===== src/common/lbrc_pkg.sv =====
package lbrc_pkg;
    // Command byte layout
    localparam int        CMD_CONT_BIT     = 7;
    localparam logic [3:0] CMD_BLINK_PAT   = 4'hE;
    // Mode-set is bits 6:5 = 10; bit 4 is a don't-care
    localparam logic [1:0] CMD_MODE_PAT    = 2'h2;
    localparam int        BLINK_AB_BIT     = 2;
    localparam int        MODE_E_BIT       = 3;
    localparam int        MODE_B_BIT       = 2;
    localparam logic [3:0] CMD_BANK_PAT    = 4'hF;

    // Drive mode encodings
    localparam logic [1:0] DRV_STATIC      = 2'h1;
    localparam logic [1:0] DRV_MUX2        = 2'h2;
    localparam logic [1:0] DRV_MUX3        = 2'h3;
    localparam logic [1:0] DRV_MUX4        = 2'h0;

    // Blink rate encodings
    localparam logic [1:0] RATE_OFF        = 2'h0;

    // Reset values
    localparam logic [1:0] RST_DRIVE_MODE  = 2'h0;
    localparam logic       RST_BIAS_HALF   = 1'b0;
    localparam logic       RST_DISP_EN     = 1'b0;
    localparam logic       RST_ALT_BANK    = 1'b0;
    localparam logic [1:0] RST_RATE        = 2'h0;
    localparam logic [5:0] RST_DATA_PTR    = 6'h00;
    localparam logic [2:0] RST_SUBADDR     = 3'h0;
    localparam logic       RST_BANK_SEL    = 1'b0;
    localparam logic       RST_BLANK       = 1'b1;
    localparam logic [2:0] RST_BACKPLANES  = 3'h4;
    localparam logic       RST_CONT        = 1'b0;

    // Blink divider ratios in device clocks per full blink period
    localparam int        BLINK_DIV_1      = 768;
    localparam int        BLINK_DIV_2      = 1536;
    localparam int        BLINK_DIV_3      = 3072;
    localparam int        BLINK_CNT_W      = 12;
    localparam logic [BLINK_CNT_W-1:0] HALF_1 = 12'(BLINK_DIV_1 / 2 - 1);
    localparam logic [BLINK_CNT_W-1:0] HALF_2 = 12'(BLINK_DIV_2 / 2 - 1);
    localparam logic [BLINK_CNT_W-1:0] HALF_3 = 12'(BLINK_DIV_3 / 2 - 1);

    localparam int        NUM_SEG          = 40;
    localparam int        NUM_BP           = 4;

    typedef enum logic [1:0] {
        LBRC_PH_ON  = 2'b01,
        LBRC_PH_OFF = 2'b10
    } lbrc_phase_type;
endpackage


===== src/common/lbrc_blink_if.sv =====
`timescale 1ns/1ps
`default_nettype none
interface lbrc_blink_if;
    logic [1:0] rate;
    logic       tick;
    logic       phase_off;
    modport gen (input rate, output tick, output phase_off);
    modport ctl (output rate, input tick, input phase_off);
endinterface
`default_nettype wire


===== src/logic/lbrc_blink_gen.sv =====
`timescale 1ns/1ps
`default_nettype none
module lbrc_blink_gen (
    input  wire logic     mclk,
    input  wire logic     reset,
    lbrc_blink_if.gen     bl
);
    logic [lbrc_pkg::BLINK_CNT_W-1:0] cnt_reg;
    logic                             off_reg;
    logic                             tick_reg;
    logic [lbrc_pkg::BLINK_CNT_W-1:0] half_limit;
    wire                              at_half;
    wire                              running;

    // Half-period terminal count per rate setting
    always_comb begin
        case (bl.rate)
            2'h1:    half_limit = lbrc_pkg::HALF_1;
            2'h2:    half_limit = lbrc_pkg::HALF_2;
            2'h3:    half_limit = lbrc_pkg::HALF_3;
            default: half_limit = lbrc_pkg::HALF_1;
        endcase
    end

    assign running = (bl.rate != lbrc_pkg::RATE_OFF);
    // Terminal test uses >= so a shorter rate selected mid-count cannot overrun
    assign at_half = running && (cnt_reg >= half_limit);

    // Divider runs only while a blink rate is selected, phase toggles every half period
    always_ff @(posedge mclk or posedge reset) begin
        if (reset) begin
            cnt_reg  <= '0;
            off_reg  <= 1'b0;
            tick_reg <= 1'b0;
        end else begin
            cnt_reg  <= (!running || at_half) ? '0 : cnt_reg + 1'b1;
            off_reg  <= running ? (off_reg ^ at_half) : 1'b0;
            tick_reg <= at_half;
        end
    end

    assign bl.tick      = tick_reg;
    assign bl.phase_off = off_reg;

    // ==================================================================
    // Checks
    // ==================================================================
    // Gap is only trusted once a whole half period ran at one unchanged rate
    logic [lbrc_pkg::BLINK_CNT_W-1:0] gap_reg;
    logic                             gap_ok_reg;
    logic [1:0]                       rate_seen_reg;
    logic [lbrc_pkg::BLINK_CNT_W-1:0] gap_expect;

    assign gap_expect = (rate_seen_reg == 2'h3) ? 12'(lbrc_pkg::BLINK_DIV_3 / 2 - 1)
                      : (rate_seen_reg == 2'h2) ? 12'(lbrc_pkg::BLINK_DIV_2 / 2 - 1)
                      : 12'(lbrc_pkg::BLINK_DIV_1 / 2 - 1);

    always_ff @(posedge mclk or posedge reset) begin
        if (reset) begin
            gap_reg       <= '0;
            gap_ok_reg    <= 1'b0;
            rate_seen_reg <= lbrc_pkg::RATE_OFF;
        end else begin
            gap_reg       <= tick_reg ? '0 : gap_reg + 1'b1;
            gap_ok_reg    <= (bl.rate == rate_seen_reg) && (tick_reg || gap_ok_reg);
            rate_seen_reg <= bl.rate;
        end
    end

    property p_half_period;
        @(posedge mclk) disable iff (reset)
        tick_reg && gap_ok_reg |-> gap_reg == gap_expect;
    endproperty
    a_half_period: assert property (p_half_period) else $error("half period wrong");

    property p_phase_toggle;
        @(posedge mclk) disable iff (reset)
        tick_reg |-> off_reg != $past(off_reg);
    endproperty
    a_phase_toggle: assert property (p_phase_toggle) else $error("phase not toggled");

    property p_idle_phase;
        @(posedge mclk) disable iff (reset)
        bl.rate == lbrc_pkg::RATE_OFF |=> !off_reg;
    endproperty
    a_idle_phase: assert property (p_idle_phase) else $error("phase not cleared");
endmodule
`default_nettype wire


===== src/logic/lbrc_ctrl.sv =====
`timescale 1ns/1ps
`default_nettype none
module lbrc_ctrl (
    input  wire logic        mclk,
    input  wire logic        reset,
    input  wire logic [7:0]  cmd_byte,
    input  wire logic        cmd_valid,
    input  wire logic        ptr_load,
    input  wire logic [5:0]  ptr_value,
    input  wire logic        subaddr_load,
    input  wire logic [2:0]  subaddr_value,
    output logic [1:0]       drive_mode,
    output logic             bias_half,
    output logic [2:0]       active_backplanes,
    output logic             display_en,
    output logic             blink_alt_bank_sel,
    output logic [1:0]       blink_rate_sel,
    output logic             in_bank_sel,
    output logic             out_bank_sel,
    output logic [5:0]       data_ptr,
    output logic [2:0]       subaddr_cnt,
    output logic             output_blank,
    output logic             cmd_continue
);
    // ==================================================================
    // Command decode
    // ==================================================================
    wire is_blink = cmd_valid && (cmd_byte[6:3] == lbrc_pkg::CMD_BLINK_PAT);
    wire is_mode  = cmd_valid && (cmd_byte[6:5] == lbrc_pkg::CMD_MODE_PAT);
    wire is_bank  = cmd_valid && (cmd_byte[6:3] == lbrc_pkg::CMD_BANK_PAT)
                    && !cmd_byte[2];

    logic [1:0] drive_reg;
    logic       bias_reg;
    logic       en_reg;
    logic       ab_reg;
    logic [1:0] rate_reg;
    logic       in_bank_reg;
    logic       out_bank_reg;
    logic [5:0] ptr_reg;
    logic [2:0] sub_reg;
    logic       blank_reg;
    logic       shown_bank_reg;
    logic [2:0] nbp_reg;
    logic       cont_reg;

    always_ff @(posedge mclk or posedge reset) begin
        if (reset) begin
            drive_reg <= lbrc_pkg::RST_DRIVE_MODE;
            bias_reg  <= lbrc_pkg::RST_BIAS_HALF;
            en_reg    <= lbrc_pkg::RST_DISP_EN;
        end else if (is_mode) begin
            drive_reg <= cmd_byte[1:0];
            bias_reg  <= cmd_byte[lbrc_pkg::MODE_B_BIT];
            en_reg    <= cmd_byte[lbrc_pkg::MODE_E_BIT];
        end
    end

    always_ff @(posedge mclk or posedge reset) begin
        if (reset) begin
            ab_reg   <= lbrc_pkg::RST_ALT_BANK;
            rate_reg <= lbrc_pkg::RST_RATE;
        end else if (is_blink) begin
            ab_reg   <= cmd_byte[lbrc_pkg::BLINK_AB_BIT];
            rate_reg <= cmd_byte[1:0];
        end
    end

    always_ff @(posedge mclk or posedge reset) begin
        if (reset) begin
            in_bank_reg  <= lbrc_pkg::RST_BANK_SEL;
            out_bank_reg <= lbrc_pkg::RST_BANK_SEL;
        end else if (is_bank) begin
            in_bank_reg  <= cmd_byte[1];
            out_bank_reg <= cmd_byte[0];
        end
    end

    always_ff @(posedge mclk or posedge reset) begin
        if (reset) begin
            ptr_reg <= lbrc_pkg::RST_DATA_PTR;
            sub_reg <= lbrc_pkg::RST_SUBADDR;
        end else begin
            if (ptr_load)
                ptr_reg <= ptr_value;
            if (subaddr_load)
                sub_reg <= subaddr_value;
        end
    end

    // ==================================================================
    // Blink generator
    // ==================================================================
    lbrc_blink_if bl ();
    assign bl.rate = rate_reg;

    lbrc_blink_gen lbrc_blink_gen_inst (
        .mclk  (mclk),
        .reset (reset),
        .bl    (bl)
    );

    // Alternate bank blinking only exists with static or duplex drive
    wire mux_low    = (drive_reg == lbrc_pkg::DRV_STATIC) || (drive_reg == lbrc_pkg::DRV_MUX2);
    wire alt_active = ab_reg && mux_low;
    wire normal_off = !alt_active && (rate_reg != lbrc_pkg::RATE_OFF)
                      && bl.phase_off;
    wire blank_next = !en_reg || normal_off;
    wire swap_bank  = alt_active && (rate_reg != lbrc_pkg::RATE_OFF) && bl.phase_off;
    wire shown_next = out_bank_reg ^ swap_bank;

    logic [2:0] nbp_next;
    always_comb begin
        case (drive_reg)
            lbrc_pkg::DRV_STATIC: nbp_next = 3'h1;
            lbrc_pkg::DRV_MUX2:   nbp_next = 3'h2;
            lbrc_pkg::DRV_MUX3:   nbp_next = 3'h3;
            default:              nbp_next = 3'h4;
        endcase
    end

    always_ff @(posedge mclk or posedge reset) begin
        if (reset) begin
            blank_reg      <= lbrc_pkg::RST_BLANK;
            shown_bank_reg <= lbrc_pkg::RST_BANK_SEL;
            nbp_reg        <= lbrc_pkg::RST_BACKPLANES;
            cont_reg       <= lbrc_pkg::RST_CONT;
        end else begin
            blank_reg      <= blank_next;
            shown_bank_reg <= shown_next;
            nbp_reg        <= nbp_next;
            cont_reg       <= cmd_valid ? cmd_byte[lbrc_pkg::CMD_CONT_BIT] : cont_reg;
        end
    end

    // ==================================================================
    // Outputs
    // ==================================================================
    assign drive_mode         = drive_reg;
    assign bias_half          = bias_reg;
    assign active_backplanes  = nbp_reg;
    assign display_en         = en_reg;
    assign blink_alt_bank_sel = ab_reg;
    assign blink_rate_sel     = rate_reg;
    assign in_bank_sel        = in_bank_reg;
    assign out_bank_sel       = shown_bank_reg;
    assign data_ptr           = ptr_reg;
    assign subaddr_cnt        = sub_reg;
    assign output_blank       = blank_reg;
    assign cmd_continue       = cont_reg;

    // ==================================================================
    // Checks
    // ==================================================================
    property p_blank_when_disabled;
        @(posedge mclk) disable iff (reset) !en_reg |=> blank_reg;
    endproperty
    a_blank_when_disabled: assert property (p_blank_when_disabled) else $error("not blank");

    property p_blink_decode;
        @(posedge mclk) disable iff (reset)
        (cmd_valid && cmd_byte[6:3] == 4'hE) |=> (rate_reg == $past(cmd_byte[1:0]));
    endproperty
    a_blink_decode: assert property (p_blink_decode) else $error("rate not taken");

    property p_ab_decode;
        @(posedge mclk) disable iff (reset)
        (cmd_valid && cmd_byte[6:3] == 4'hE) |=> (ab_reg == $past(cmd_byte[2]));
    endproperty
    a_ab_decode: assert property (p_ab_decode) else $error("blink mode not taken");

    property p_no_swap_high_mux;
        @(posedge mclk) disable iff (reset)
        (drive_reg == 2'h0 || drive_reg == 2'h3) && $stable(drive_reg)
        && !is_bank |=> (shown_bank_reg == out_bank_reg);
    endproperty
    a_no_swap_high_mux: assert property (p_no_swap_high_mux) else $error("bank swapped");

    property p_swap_on_phase;
        @(posedge mclk) disable iff (reset)
        alt_active && rate_reg != 2'h0 && bl.phase_off |=> (shown_bank_reg != $past(out_bank_reg));
    endproperty
    a_swap_on_phase: assert property (p_swap_on_phase) else $error("no swap");

    property p_normal_blank;
        @(posedge mclk) disable iff (reset)
        en_reg && !alt_active && rate_reg != 2'h0 && bl.phase_off |=> blank_reg;
    endproperty
    a_normal_blank: assert property (p_normal_blank) else $error("no blink blank");

    property p_backplanes;
        @(posedge mclk) disable iff (reset)
        drive_reg == 2'h1 |=> nbp_reg == 3'h1;
    endproperty
    a_backplanes: assert property (p_backplanes) else $error("backplane count");

    property p_reset_state;
        @(posedge mclk) $fell(reset) |-> blank_reg && drive_reg == 2'h0 && !en_reg
            && rate_reg == 2'h0 && ptr_reg == 6'h00 && sub_reg == 3'h0;
    endproperty
    a_reset_state: assert property (p_reset_state) else $error("reset state");

    c_alt_swap:   cover property (@(posedge mclk) disable iff (reset) alt_active ##1 bl.tick);
    c_normal:     cover property (@(posedge mclk) disable iff (reset) normal_off && en_reg);
    c_rate3_tick: cover property (@(posedge mclk) disable iff (reset) rate_reg == 2'h3 && bl.tick);
endmodule
`default_nettype wire


===== config.mk =====
export PLATFORM = sky130hd
export DESIGN_NAME = lbrc_ctrl
export DESIGN_NICKNAME = d
export VERILOG_FILES = /design/src/common/lbrc_pkg.sv /design/src/common/lbrc_blink_if.sv /design/src/logic/lbrc_blink_gen.sv /design/src/logic/lbrc_ctrl.sv
export SDC_FILE = /design/constraint.sdc
export NUM_CORES = 1
export LEC_CHECK = 0
export ABC_AREA = 1
export BUFFER_PORTS_ARGS = -buffer_cell sky130_fd_sc_hd__buf_2
export CORE_MARGIN = 4
export CORE_UTILIZATION = 45
export CTS_BUF_LIST = sky130_fd_sc_hd__clkbuf_4 sky130_fd_sc_hd__clkbuf_8
export CTS_CLUSTER_DIAMETER = 100
export DETAILED_ROUTE_END_ITERATION = 10
export GPL_TIMING_DRIVEN = 0
export PLACE_DENSITY = 0.7
export SLEW_MARGIN = 40
export SYNTH_ARGS = -nofsm -noshare
export SYNTH_HDL_FRONTEND = slang
export SYNTH_SLANG_ARGS = --single-unit

===== constraint.sdc =====
create_clock -name mclk -period 3.05 [get_ports mclk]
set_input_delay 0.4575 -clock mclk [delete_from_list [all_inputs] [get_ports mclk]]
set_output_delay 0.4575 -clock mclk [all_outputs]
set_load 0.03 [all_outputs]

==> summary.txt <==
Finish
  • ANT cells: 0
  • Area growth syn-to-layout: 22.9%
  • Share of layout cells above drive strength 1: 0.330
  • Max reg flops: 12
  • Net count, final: 257
  • Post-layout util: 0.577

Power and ir drop
  • Switching Share: 0.296
  • Combinational share of power: 0.230
  • Cell Pwr Density: ~630 nW/um^2
  • Clock power share: 0.322
  • Internal power: ~0.94 mW
  • Leakage Power: 1.06 nW
  • Net Switching: just under 0.4 mW
  • Fraction of power consumed by sequential logic: 0.448
  • Max IR drop VDD: 0.330 mV

Placement
  • Routability Congestion: 0.745
  • Port buffer count: 43
  • Placed wire-length estimate: 2280 um

Setup path
  • WP data required: between 3 and 4 ns
  • CP Max Fanout: 10
  • Arr. time, crit path: about 1.9 ns
  • CP Launch Type: flip-flop
  • Crit. End Element: flip-flop
  • Crit path kind: reg -> reg

Detailed routing
  • DR vias/cell: 4.60
  • DRC Markers: 0
  • WL per Instance: between 10 and 15 um
  • 1st-pass router iterations: 4
  • First DRT Iteration DRCs: 71
  • ANT nets after route: 0
  • Vias: about 1300
  • Drt total wl: slightly below 3000 um

Synth
  • Yosys warns: 0
  • Mapped Cells: approximately 180
  • Predominant post-synthesis flop cell: dfrtp_1
  • Simple-gate share of the synthesized area: 0.210
  • #FFs+latches synth: 37
  • Synthesized area: 1730 sq um
  • Largest family of logic cells by synthesized area: simple AND/OR/NAND/NOR gates
  • Mapped Avg Cell Area: ~10 sq um
  • Xor/xnor share of the synthesized area: 0.0354
  • Post-synth cell types: 25
  • Register area share after synthesis: 0.536
  • Ys async rst share: 1.00
  • Post-synth EDFFs: 0
  • Synth Area in Adders: 0.0650
  • Post-synth top cells: 37 x nand2_1, 35 x dfrtp_1, 19 x nor2_1
  • Most frequent cell after synthesis: nand2_1
  • Multiplexer share of the synthesized area: 0.0650
  • Mapped Nets: just over 200
  • Yosys top cell area share: 0.506
  • Compound-gate portion of the synthesized area: 0.0397
  • Leading area contributor after synthesis: dfrtp_1
  • Ranking of synthesized cells by area: dfrtp_1 51%, nand2_1 8.0%, ha_1 6.5%, mux2_2 6.5%, nor2_1 4.1%

Floorplan
  • Die ar.: about 4900 sq um
  • Die Ht: 70.0 um
  • Die W: between 70 and 80 um
  • Initial Util: 0.469
  • # rows: 22
  • Core area: about 3700 sq um
  • I/O Pins: 45

Timing
  • RSZ-0062 raised after global routing: no
  • Worst-Margin Slew: between 0.6 and 0.7 ns
  • Fmax: 579 MHz
  • Post-layout min period: 1.73 ns
  • Final Cycle Share: 0.566
  • Hold Vio Cnt, Final: 0
  • Final Setup Violations: 0
  • Fin Hold WS: 0.222 ns
  • Final slew viol count: 0
  • Final Skew: around 0.0064 ns
  • Setup_tns: 0 ns
  • Slew HR: 0.598

Job
  • Total of max-cap violations: 0

Clock tree
  • CTS tree: yes
  • CTS max path bufs: 2
  • H-tree depth: 2
  • Number of setup buffers added after CTS: 0
  • CTS Hold Bufs: 0
  • Sink Count: 37
  • Num CTS Buffers: 5
  • CTS clk-pin slew, worst paths: ~0.070 ns
  • Clock Latency Late Sink: around 0.28 ns
  • Root Driver: clkbuf_8
  • CTS-repair resized insts: 0

GRT
  • Total Routing Usage GR: 0.135
  • Vias in the first global route: between 1000 and 1500
  • First-pass GRT wire length: about 5400 um
  • Gr ovfl total: 0
  • Largest net degree at the start of global routing: 38
  • Initial antenna violation count: 0

Min path
  • Worst hold path type: in -> async

Outcome
  • Status: finished, final reports clean
==> cell families (layout without fill, tap and decap cells) <==
group,Yosys count,after routing
fa+ha+maj,9,9
buf+inv,20,71
mux,10,10
simple gates,80,80
xor+xnor,7,7
compound gates,13,13
flops,37,37
==> power by group through the flow <==
stage,clock (mW),combinational (mW),sequential [mW]
after floorplan,0,0.130,0.693
after global placement,0,0.306,0.603
after detailed placement,0,0.312,0.605
after CTS,0.441,0.313,0.596
after global routing,0.469,0.344,0.607
final,0.429,0.307,0.596
==> cell usage in the layout, fill, tap and decap left out, types with 2 or more instances in the layout <==
master	count
nand3_1	8
nand4_1	2
ha_1	9
nand3b_1	2
nand2_1	37
dfstp_2	2
a21oi_1	3
dfrtp_1	35
xnor2_1	3
nor2_1	19
buf_2	44
o21ai_0	9
nor2_2	4
xor2_1	4
mux2_2	10
inv_1	16
or2_2	2
or2_0	2
clkbuf_8	6
==> per-stage QoR <==
stage                     instances  power (mW)  worst slack, ns  area (sq um)
after floorplan                 176       0.823             1.29          1730
after global placement          267       0.910             1.29          2010
after detailed placement        267       0.917             1.32          2010
after CTS                       275        1.35             1.30          2130
after global routing            275        1.42             1.07          2130
final                           275        1.33             1.32          2130
==> routing by layer <==
| metal | vias up | GRT usage | share of wire |
|---|---|---|---|
| li1 | 664 | - | - |
| met1 | 568 | 0.167 | 0.45 |
| met2 | 31 | 0.222 | 0.47 |
| met3 | 2 | 0.0489 | 0.066 |
| met4 | 0 | 0.0383 | 0.0085 |
| met5 | - | 0 | 0 |
==> worst paths after layout <==
path                                                 from                             end  slack (ns)  depth (start not counted)
max in group asynchronous                           reset                     data_ptr[2]        2.44                          2
max reg2reg                             blink_rate_sel[1]  lbrc_blink_gen_inst.cnt_reg[7]        1.32                         10
min reg2reg                lbrc_blink_gen_inst.cnt_reg[0]  lbrc_blink_gen_inst.cnt_reg[0]        0.46                          1
min in group mclk                             cmd_byte[7]                    cmd_continue        0.40                          2
min                                                 reset                    out_bank_reg        0.22                          2
max                                     blink_rate_sel[1]  lbrc_blink_gen_inst.cnt_reg[7]        1.32                         10
==> critical path: stages (launching register included) <==
cell and delay [ns]:
dfrtp_1 0.41, inv_1 0.08, nor2_1 0.13, inv_1 0.06, ha_1 0.28, nand2_1 0.05
nor2_1 0.13, nand3_1 0.12, nand4_2 0.13, buf_6 0.16, nor2_1 0.05
==> final cells by class <==
class | instances | area, sq um
Fill cell | 336 | 1560
Sequential cell | 37 | 928
Multi-Input combinational cell | 119 | 719
Timing Repair Buffer | 43 | 215
Clock buffer | 7 | 90.1
Inverter | 17 | 65.1
Tap cell | 48 | 60.1
Clock inverter | 1 | 30.0
Buffer | 3 | 20.0
Power figures use the tool's default switching activity.
